File: config.mk
export PLATFORM = sky130hd
export DESIGN_NAME = gis_top
export DESIGN_NICKNAME = d
export VERILOG_FILES = /design/src/hw/gis_pkg.sv /design/src/hw/gis_flag.sv /design/src/hw/gis_top.sv
export VERILOG_INCLUDE_DIRS = /design/src /design/src/hw
export SDC_FILE = /design/constraint.sdc
export NUM_CORES = 1
export LEC_CHECK = 0
export BUFFER_PORTS_ARGS = -buffer_cell sky130_fd_sc_hd__clkbuf_2
export CAP_MARGIN = 40
export CORE_MARGIN = 8
export CORE_UTILIZATION = 49
export DETAILED_ROUTE_END_ITERATION = 16
export PLACE_DENSITY = 0.73
export SYNTH_ARGS = -nofsm -noshare
export SYNTH_HDL_FRONTEND = slang
export SYNTH_SLANG_ARGS = --single-unit
File: constraint.sdc
create_clock -name i_mclk -period 1.5 [get_ports i_mclk]
set_input_delay 0.225 -clock i_mclk [delete_from_list [all_inputs] [get_ports i_mclk]]
set_output_delay 0.225 -clock i_mclk [all_outputs]
set_load 0.01 [all_outputs]
File: src/hw/gis_params.svh
// offsets, field positions and reset values for the irq/poll status block
`ifndef GIS_PARAMS_SVH
`define GIS_PARAMS_SVH

// ---------------------------------------------------------------
// register offsets, low five address bits, first port
// ---------------------------------------------------------------
`define GIS_OFF_DATA 5'h01
`define GIS_OFF_ST1 5'h03
`define GIS_OFF_ST2 5'h05
`define GIS_OFF_POLL 5'h07
`define GIS_OFF_ADDR 5'h09
`define GIS_PORT_STRIDE 5'h10

// ---------------------------------------------------------------
// flag vector positions
// ---------------------------------------------------------------
`define GIS_F_DO 0
`define GIS_F_DI 1
`define GIS_F_SRQ 2
`define GIS_F_CO 3
`define GIS_F_LOCKOUT_CHANGE 4
`define GIS_F_HOST_CONTROL_CHANGE 5
`define GIS_F_ADDR_STATE_CHANGE 6
`define GIS_NFLAG 7

// ---------------------------------------------------------------
// field positions in mask two and the poll byte
// ---------------------------------------------------------------
`define GIS_M2_SRQ 6
`define GIS_M2_XOUT 5
`define GIS_M2_XIN 4
`define GIS_POLL_RSV 6

// ---------------------------------------------------------------
// reset values
// ---------------------------------------------------------------
`define GIS_RST_BYTE 8'h00

`endif

File: src/hw/gis_pkg.sv
// types shared by the irq/poll status block
package gis_pkg;

  // ---------------------------------------------------------------
  // state of the bus interface core seen by this block
  // ---------------------------------------------------------------
  typedef struct packed {
    logic tacs;
    logic sgns;
    logic lacs;
    logic acds;
    logic cont_mode;
    logic rfd_hold;
    logic finish_hs;
    logic cids;
    logic cads;
    logic cacs;
    logic srq;
    logic rqs;
    logic dav;
    logic lwls;
    logic rwls;
    logic rems;
    logic atn_n;
    logic spms;
    logic lpas;
    logic tpas;
    logic la;
    logic ta;
    logic minor_rx;
    logic major_rx;
    logic ton;
    logic lon;
    logic nprs;
    logic aprs;
    logic spas;
    logic local_master_reset;
    logic chip_rst;
    logic ctl_stby_lsn;
  } gis_core_t;

  typedef enum logic [1:0] {
    POLL_IDLE,
    POLL_ARMED,
    POLL_SENT
  } gis_poll_st_t;

endpackage : gis_pkg

File: src/hw/gis_flag.sv
// one status flag whose update is held off while its register is read
`timescale 1ns/1ps
module gis_flag
(
  input wire logic i_mclk,
  input wire logic i_rst_n,
  input wire logic i_set,
  input wire logic i_clr,
  input wire logic i_rd,
  output logic o_flag
);

  logic flag_reg;
  logic flag_next;
  logic pset_reg;
  logic pset_next;
  logic pclr_reg;
  logic pclr_next;

  // ---------------------------------------------------------------
  // next state
  // ---------------------------------------------------------------
  always_comb
  begin
    flag_next = flag_reg;
    pset_next = pset_reg;
    pclr_next = pclr_reg;
    if (i_rd)
    begin
      // events during a read wait until the read is over
      flag_next = 1'b0; // RL5
      pset_next = pset_reg | i_set; // RL5
      pclr_next = pclr_reg | i_clr; // RL5
    end
    else
    begin
      // set wins so an event in the clearing cycle is kept
      if (i_set || pset_reg)
        flag_next = 1'b1;
      else if (i_clr || pclr_reg)
        flag_next = 1'b0;
      pset_next = 1'b0;
      pclr_next = 1'b0;
    end
  end

  always_ff @(posedge i_mclk or negedge i_rst_n)
  begin
    if (!i_rst_n)
    begin
      flag_reg <= 1'b0;
      pset_reg <= 1'b0;
      pclr_reg <= 1'b0;
    end
    else
    begin
      flag_reg <= flag_next;
      pset_reg <= pset_next;
      pclr_reg <= pclr_next;
    end
  end

  assign o_flag = flag_reg;
endmodule : gis_flag

File: src/hw/gis_top.sv
// interrupt status, mask, serial poll and address status of one port
`timescale 1ns/1ps
`include "gis_params.svh"

// Overview of operation
// RL1 - data-out flag clears on outbound byte write or when talker goes inactive
// RL2 - data-in flag sets in listener active plus accept data, unless continuous
// RL3 - data-in clears on reset, status one read, inbound read, hold release
// RL4 - irq bit is OR of enabled status bits; drives interrupt pin
// RL5 - status two changes during its read wait until the read ends
// RL6 - status bits move regardless of enables; only irq uses enables
// RL7 - software keeps mask bit 7 zero and never sets transfer enables
// RL8 - service request seen sets on SRQ while in charge, not own request
// RL9 - lockout flag reads one in either lockout state; never interrupts
// RL10 - host-controlled flag reads one in remote or remote-with-lockout state
// RL11 - command-send-ready sets on controller active and source generate
// RL12 - lockout change sets on any lockout flag change; read clears
// RL13 - remote change sets on any host-controlled flag change; read clears
// RL14 - address change sets on talker/listener/in-charge/minor change, not only-modes
// RL15 - programmed poll byte sent after poll enable once controller stands by
// RL16 - poll request waiting sets on request write, clears on negative response
// RL17 - request bit set and not polled asserts SRQ
// RL18 - request bit clears at affirmative response, reset, master reset
// RL19 - status reads and mask writes share one offset; second port 0x10 up
// RL20 - software sets the core interrupt output active high
// RL21 - read-only address status register reports the addressing state
// RL22 - in-charge bit reads one unless controller idle or addressed idle
// RL23 - minor bit sets on minor address, clears on major address
// RL24 - each port is its own instance with its own registers and irq
module gis_top
#(
  parameter logic [4:0] P_PORT_BASE = 5'h00
)
(
  input wire logic i_mclk,
  input wire logic i_rst_n,
  input wire logic [4:0] i_addr,
  input wire logic i_rd,
  input wire logic i_wr,
  input wire logic [7:0] i_wdata,
  input wire gis_pkg::gis_core_t i_core,
  input wire logic [5:0] i_st1_other,
  output logic [7:0] o_rdata,
  output logic o_irq,
  output logic o_srq,
  output logic o_stb_valid,
  output logic [7:0] o_stb_byte
);

  // ---------------------------------------------------------------
  // address decode
  // ---------------------------------------------------------------
  function automatic logic hit(input logic [4:0] a, input logic [4:0] off);
    hit = (a == 5'(P_PORT_BASE + off)); // RL19
  endfunction : hit

  logic rd_data;
  logic rd_st1;
  logic rd_st2;
  logic wr_data;
  logic wr_m1;
  logic wr_m2;
  logic wr_poll;

  assign rd_data = i_rd && hit(i_addr, `GIS_OFF_DATA);
  assign rd_st1 = i_rd && hit(i_addr, `GIS_OFF_ST1);
  assign rd_st2 = i_rd && hit(i_addr, `GIS_OFF_ST2);
  assign wr_data = i_wr && hit(i_addr, `GIS_OFF_DATA);
  assign wr_m1 = i_wr && hit(i_addr, `GIS_OFF_ST1);
  assign wr_m2 = i_wr && hit(i_addr, `GIS_OFF_ST2);
  assign wr_poll = i_wr && hit(i_addr, `GIS_OFF_POLL);

  // ---------------------------------------------------------------
  // conditions and their history
  // ---------------------------------------------------------------
  logic do_cond;
  logic di_cond;
  logic srq_cond;
  logic co_cond;
  logic cic_bit;
  logic [3:0] adr_bits;
  logic [3:0] cond_reg;
  logic [3:0] cond_next;
  logic [3:0] adr_reg;
  logic [3:0] adr_next;
  logic lok_reg;
  logic lok_next;
  logic rem_reg;
  logic rem_next;
  logic secondary_identity_sel_reg;
  logic secondary_identity_sel_next;

  assign do_cond = i_core.tacs && i_core.sgns;
  assign di_cond = i_core.lacs && i_core.acds && !i_core.cont_mode; // RL2
  assign cic_bit = !(i_core.cids || i_core.cads); // RL22
  assign srq_cond = cic_bit && i_core.srq
    && !(i_core.rqs && i_core.dav); // RL8
  assign co_cond = i_core.cacs && i_core.sgns; // RL11
  assign adr_bits = {i_core.ta, i_core.la, cic_bit, secondary_identity_sel_reg};

  always_comb
  begin
    cond_next = {do_cond, di_cond, srq_cond, co_cond};
    adr_next = adr_bits;
    lok_next = lok_reg;
    rem_next = rem_reg;
    // mirrors of the remote/local state also wait out a read
    if (!rd_st2)
    begin
      lok_next = i_core.lwls || i_core.rwls; // RL9
      rem_next = i_core.rems || i_core.rwls; // RL10
    end
    secondary_identity_sel_next = secondary_identity_sel_reg;
    if (i_core.chip_rst || i_core.major_rx)
      secondary_identity_sel_next = 1'b0; // RL23
    else if (i_core.minor_rx)
      secondary_identity_sel_next = 1'b1; // RL23
  end

  always_ff @(posedge i_mclk or negedge i_rst_n)
  begin
    if (!i_rst_n)
    begin
      cond_reg <= 4'h0;
      adr_reg <= 4'h0;
      lok_reg <= 1'b0;
      rem_reg <= 1'b0;
      secondary_identity_sel_reg <= 1'b0;
    end
    else
    begin
      cond_reg <= cond_next;
      adr_reg <= adr_next;
      lok_reg <= lok_next;
      rem_reg <= rem_next;
      secondary_identity_sel_reg <= secondary_identity_sel_next;
    end
  end

  // ---------------------------------------------------------------
  // sticky status flags
  // ---------------------------------------------------------------
  logic [`GIS_NFLAG-1:0] f_set;
  logic [`GIS_NFLAG-1:0] f_clr;
  logic [`GIS_NFLAG-1:0] f_rd;
  logic [`GIS_NFLAG-1:0] flag;

  always_comb
  begin
    f_set = '0;
    f_clr = '0;
    f_rd = {`GIS_NFLAG{rd_st2}};
    f_rd[`GIS_F_DO] = rd_st1;
    f_rd[`GIS_F_DI] = rd_st1; // RL3
    f_set[`GIS_F_DO] = do_cond && !cond_reg[3];
    f_clr[`GIS_F_DO] = wr_data || !do_cond; // RL1
    f_set[`GIS_F_DI] = di_cond && !cond_reg[2]; // RL2
    f_clr[`GIS_F_DI] = rd_data
      || (i_core.finish_hs && i_core.rfd_hold); // RL3
    f_set[`GIS_F_SRQ] = srq_cond && !cond_reg[1]; // RL8
    f_set[`GIS_F_CO] = co_cond && !cond_reg[0]; // RL11
    f_clr[`GIS_F_CO] = !co_cond; // RL11
    f_set[`GIS_F_LOCKOUT_CHANGE] = lok_next != lok_reg; // RL12
    f_set[`GIS_F_HOST_CONTROL_CHANGE] = rem_next != rem_reg; // RL13
    f_set[`GIS_F_ADDR_STATE_CHANGE] = (adr_bits != adr_reg)
      && !(i_core.ton || i_core.lon); // RL14
  end

  // flags move with no regard to their enables
  genvar gi;
  generate
    for (gi = 0; gi < `GIS_NFLAG; gi++)
    begin : g_flag
      gis_flag u_flag
      (
        .i_mclk(i_mclk),
        .i_rst_n(i_rst_n),
        .i_set(f_set[gi]), // RL6
        .i_clr(f_clr[gi]),
        .i_rd(f_rd[gi]),
        .o_flag(flag[gi])
      );
    end
  endgenerate

  // ---------------------------------------------------------------
  // masks, poll byte and request state (one set per port instance)
  // ---------------------------------------------------------------
  logic [7:0] m1_reg;
  logic [7:0] m1_next;
  logic [7:0] m2_reg;
  logic [7:0] m2_next;
  logic [7:0] poll_reg;
  logic [7:0] poll_next;
  logic poll_request_waiting_reg;
  logic poll_request_waiting_next;
  logic irq_any;

  always_comb
  begin
    m1_next = wr_m1 ? i_wdata : m1_reg;
    // bits 7,5,4 are stored but steer nothing
    m2_next = wr_m2 ? i_wdata : m2_reg; // RL19
    poll_next = poll_reg;
    poll_request_waiting_next = poll_request_waiting_reg;
    if (i_core.chip_rst)
      poll_next = `GIS_RST_BYTE; // RL15
    else if (wr_poll)
      poll_next = i_wdata;
    else if (i_core.aprs || i_core.local_master_reset)
      poll_next[`GIS_POLL_RSV] = 1'b0; // RL18
    if (wr_poll && i_wdata[`GIS_POLL_RSV])
      poll_request_waiting_next = 1'b1; // RL16
    else if (i_core.nprs && poll_reg[`GIS_POLL_RSV])
      poll_request_waiting_next = 1'b0; // RL16
  end

  always_ff @(posedge i_mclk or negedge i_rst_n)
  begin
    if (!i_rst_n)
    begin
      m1_reg <= `GIS_RST_BYTE;
      m2_reg <= `GIS_RST_BYTE;
      poll_reg <= `GIS_RST_BYTE;
      poll_request_waiting_reg <= 1'b0;
    end
    else
    begin
      m1_reg <= m1_next; // RL24
      m2_reg <= m2_next;
      poll_reg <= poll_next;
      poll_request_waiting_reg <= poll_request_waiting_next;
    end
  end

  // lockout and remote mirrors have no enable and never interrupt
  assign irq_any = |({i_st1_other, flag[`GIS_F_DO], flag[`GIS_F_DI]}
      & m1_reg)
    || (flag[`GIS_F_SRQ] && m2_reg[`GIS_M2_SRQ])
    || |({flag[`GIS_F_CO], flag[`GIS_F_LOCKOUT_CHANGE], flag[`GIS_F_HOST_CONTROL_CHANGE],
      flag[`GIS_F_ADDR_STATE_CHANGE]} & m2_reg[3:0]); // RL4

  // ---------------------------------------------------------------
  // serial poll response
  // ---------------------------------------------------------------
  gis_pkg::gis_poll_st_t poll_st_reg;
  gis_pkg::gis_poll_st_t poll_st_next;
  logic stb_valid_next;
  logic [7:0] stb_byte_next;

  always_comb
  begin
    poll_st_next = poll_st_reg;
    stb_valid_next = 1'b0;
    stb_byte_next = o_stb_byte;
    unique case (poll_st_reg)
      gis_pkg::POLL_IDLE:
        if (i_core.ta && i_core.spms)
          poll_st_next = gis_pkg::POLL_ARMED;
      gis_pkg::POLL_ARMED:
        if (!(i_core.ta && i_core.spms))
          poll_st_next = gis_pkg::POLL_IDLE;
        else if (i_core.ctl_stby_lsn)
        begin
          stb_valid_next = 1'b1; // RL15
          stb_byte_next = poll_reg; // RL15
          poll_st_next = gis_pkg::POLL_SENT;
        end
      gis_pkg::POLL_SENT:
        // one byte per standby so a long standby sends no repeats
        if (!i_core.ctl_stby_lsn)
          poll_st_next = gis_pkg::POLL_IDLE;
    endcase
  end

  always_ff @(posedge i_mclk or negedge i_rst_n)
  begin
    if (!i_rst_n)
    begin
      poll_st_reg <= gis_pkg::POLL_IDLE;
      o_stb_valid <= 1'b0;
      o_stb_byte <= `GIS_RST_BYTE;
    end
    else
    begin
      poll_st_reg <= poll_st_next;
      o_stb_valid <= stb_valid_next;
      o_stb_byte <= stb_byte_next;
    end
  end

  // ---------------------------------------------------------------
  // read data and pins
  // ---------------------------------------------------------------
  logic [7:0] rdata_next;

  always_comb
  begin
    rdata_next = `GIS_RST_BYTE;
    if (rd_st1)
      rdata_next = {i_st1_other, flag[`GIS_F_DO], flag[`GIS_F_DI]};
    else if (rd_st2)
      rdata_next = {o_irq, flag[`GIS_F_SRQ], lok_reg, rem_reg,
        flag[`GIS_F_CO], flag[`GIS_F_LOCKOUT_CHANGE], flag[`GIS_F_HOST_CONTROL_CHANGE],
        flag[`GIS_F_ADDR_STATE_CHANGE]}; // RL19
    else if (i_rd && hit(i_addr, `GIS_OFF_POLL))
      rdata_next = {poll_reg[7], poll_request_waiting_reg, poll_reg[5:0]};
    else if (i_rd && hit(i_addr, `GIS_OFF_ADDR))
      rdata_next = {cic_bit, i_core.atn_n, i_core.spms, i_core.lpas,
        i_core.tpas, i_core.la, i_core.ta, secondary_identity_sel_reg}; // RL21
  end

  always_ff @(posedge i_mclk or negedge i_rst_n)
  begin
    if (!i_rst_n)
    begin
      o_rdata <= `GIS_RST_BYTE;
      o_irq <= 1'b0;
      o_srq <= 1'b0;
    end
    else
    begin
      o_rdata <= rdata_next;
      o_irq <= irq_any; // RL4
      o_srq <= poll_reg[`GIS_POLL_RSV] && !i_core.spas; // RL17
    end
  end
endmodule : gis_top

==> out/results.txt <==
YS warnings: 0
core area: 6200 sq um
share of layout cells above drive strength 1: 33.7%
Seq/Total Area, Yosys: 58.0%
Final Hold Fails: 0
worst min-delay path class: input pin to flip-flop
cells along the critical path: inv_1, ha_1, nand4_1, clkinv_1, nand2_1, nand2_1
R2R Path Start: poll_st_reg[1]
violation count after the first detailed-route iteration: 150
utilization after layout: 61.9%
Slew headroom: 65.1%
WL per Instance: 16.2 um
simple-gate portion of the synthesized area: 17.7%
fin nets: 431
total gr overflow: 0
CTS tree: done
CP Capture Type: flip-flop
clock buffer depth: 2
DR pass1 iterations: 4
WL final: 7370 um
final setup TNS: 0 ns
Final Cycle Share: 87.8%
met3 routed WL: 570 um
vias in the first global route: 2,397
top sig layer: met4
CTS H-Tree Depth: 3
later-pin clock latency in the skew report: 0.34 ns
XOR/XNOR share of the synthesized area: 1.71%
leakage power: 1.94 nW
Final min period: 1.32 ns
vias: 2,368
largest cells by area after synthesis: dfrtp_1 (58%), nor2_1 (5.4%), nand2_1 (5.1%), mux2_2 (2.9%), a21oi_1 (2.4%)
Area Growth Syn to Fin: 25.4%
Die Y: 95.1 um
routability congestion estimate: 0.886
adder-cell share of the synthesized area: 1.22%
Worst Setup SP: poll_st_reg[1]
CTS root buf: clkbuf_8
DP Cell Count: 438
Clock Sinks: 71
post-synth top area share: 58.0%
# diodes: 0
hpwl dp: 5790 um
Die W: 95.1 um
initial core utilization: 49.4%
Post-DP Area: 3650 sq um
RSZ-0062 raised after global routing: false
Crit Path Category: flip-flop to flip-flop
WP data required: 1.73 ns
Crit path largest cell delay: 0.39 ns
Netlist Area Pre-Place: 3060 sq um
Via density: 5.22
setup violators final: 0
post-synthesis instance total: 275
I/O Buffers: 73
I/O pin cnt: 74
asr flop ratio synth: 100%
Synthesized Nets: 333
worst slew pin tran: 0.523 ns
metal2 WL: 3510 um
Rows: 29
most common flop cell mapped by yosys: dfrtp_1
Setup Buffers After CTS: 0
Slew Viols, Final: 0
Non-Filler Instances: 454
critical path startpoint category: flip-flop
Avg Cell Area, Syn: 11.1 sq um
Power, Total: 4.14 mW
Worst path most repeated cell: nand2_1
global-route wire length before repair: 11,700 um
WP data arrival: 1.55 ns
CTS clk-pin slew, worst paths: 0.07 ns
Design Area, Final: 3840 sq um
Worst R2R Setup Slack: 0.18 ns
Global Route Usage Sum: 17.3%
die area: 9040 sq um
mux contribution to synthesized area: 7.68%
crit path max fanout: 9
Met1 Wirelength: 3040 um
initial antenna violation count: 0
register bit total from synthesis: 71
Final ANT Viol Nets: 0
maxcap violations: 0
CTS buffer count: 9
largest family of logic cells by synthesized area: simple AND/OR/NAND/NOR gates
Critical-path top delay cell: dfrtp_1
Worst R2R Path Depth: 6
Clock Skews: 0.00405 ns
largest net degree at the start of global routing: 58
run status: finished clean
post-synth cell types: 44
Post-synth EDFFs: 0
number of remaining DRC errors: 0
Filler Cell Count: 507
PwrDens: 1080 nW/um^2
worst reg2reg path endpoint: o_stb_byte[5]
post-synthesis compound-gate area fraction: 9.80%
peak supply drop: 0.567 mV
crit path to: o_stb_byte[5]
largest area contributor in the netlist: dfrtp_1
f_max: 759 MHz
[synthesized netlist by cell type, types with 5 or more instances]
cell / n
mux2i_1: 7
inv_1: 9
nand2_1: 42
xor2_1: 6
a21oi_1: 15
nor2_1: 44
mux2_4: 5
dfrtp_1: 71
a31oi_1: 6
a22oi_1: 7
buf_6: 5
mux2_2: 8
[kinds of logic after synthesis]
logic type | count (synthesis)
compound gates | 45
xor+xnor | 6
fa+ha+maj | 3
buf+inv | 20
flops | 71
mux | 20
simple gates | 110
[worst min path at each step]
stage,start,endpoint,slack [ns],cells past startpoint
2_1_floorplan,i_rst_n,adr_reg[0],-0.07,0
3_3_place_gp,i_rst_n,poll_st_reg[0],0.15,1
3_5_place_dp,i_rst_n,poll_st_reg[0],0.16,1
4_1_cts,i_core[3],o_srq,0.02,2
5_1_grt,i_core[8],secondary_identity_sel_reg,0.02,2
6_report,i_core[3],o_srq,0.03,2
[worst max-delay path, delay by kind of cell (launching register included)]
family | cells | cell delay (ns)
simple gates | 3 | 0.32
buf+inv | 2 | 0.31
fa+ha+maj | 1 | 0.19
flops | 1 | 0.39
[per-stage QoR]
step | setup WS [ns] | hold slack, ns
4_1_cts | 0.184 | 0.0184
5_1_grt | 0.0365 | 0.0211
2_1_floorplan | 0.0431 | -0.0706
3_3_place_gp | -0.0634 | 0.152
6_report | 0.183 | 0.0283
3_5_place_dp | -0.152 | 0.163
[metal layers]
metal	vias to the layer above	track usage (%)
met2	87	26.6
met1	1116	21.4
met3	19	3.78
met5	-	0
li1	1146	-
met4	0	11.6
[area by class of cell]
cell class | count | area [sq um] | area share, %
Tap cell | 77 | 96.3 | 2.51
Multi-Input combinational cell | 184 | 1170 | 30.4
Inverter | 10 | 37.5 | 0.977
Clock inverter | 4 | 47.5 | 1.24
Clock buffer | 11 | 131 | 3.42
Timing Repair Buffer | 97 | 586 | 15.2
Sequential cell | 71 | 1780 | 46.2
[what timing repair did]
action / CTS / global route
hold endpoints to repair: 14 / 0
hold buffers: 1 / 0
resized for setup: 0 / 0
[power by group]
part           switching (mW)  total, mW  internal, mW  leakage (nW)
Sequential             0.0944       2.15          2.06         0.926
Clock                   0.673       1.43         0.754        0.0892
Combinational           0.281      0.565         0.284         0.927
Total                    1.05       4.14          3.10          1.94
[cells in the final DEF, fill, tap and decap left out, types with 2 or more instances in the layout]
cell / netlist / routed
nor3_1: 2 / 2
inv_1: 9 / 9
nor3b_2: 2 / 2
buf_12: 0 / 3
a22oi_1: 7 / 7
or3b_1: 2 / 2
clkbuf_1: 1 / 2
clkinv_2: 0 / 2
a222oi_1: 3 / 3
buf_4: 1 / 20
mux2i_1: 7 / 7
a21boi_0: 2 / 2
mux2_4: 5 / 5
clkbuf_8: 0 / 9
nor2_1: 44 / 44
nand2_1: 42 / 42
nand3_1: 3 / 3
a31oi_1: 6 / 6
xor2_1: 6 / 6
nand4bb_1: 2 / 2
ha_1: 3 / 3
a221oi_1: 2 / 2
o21ai_0: 3 / 3
dfrtp_1: 71 / 71
a21oi_1: 15 / 15
clkbuf_2: 0 / 72
a22o_1: 2 / 2
mux2_2: 8 / 8
and2_1: 2 / 2
(Power assumes the default switching activity.)
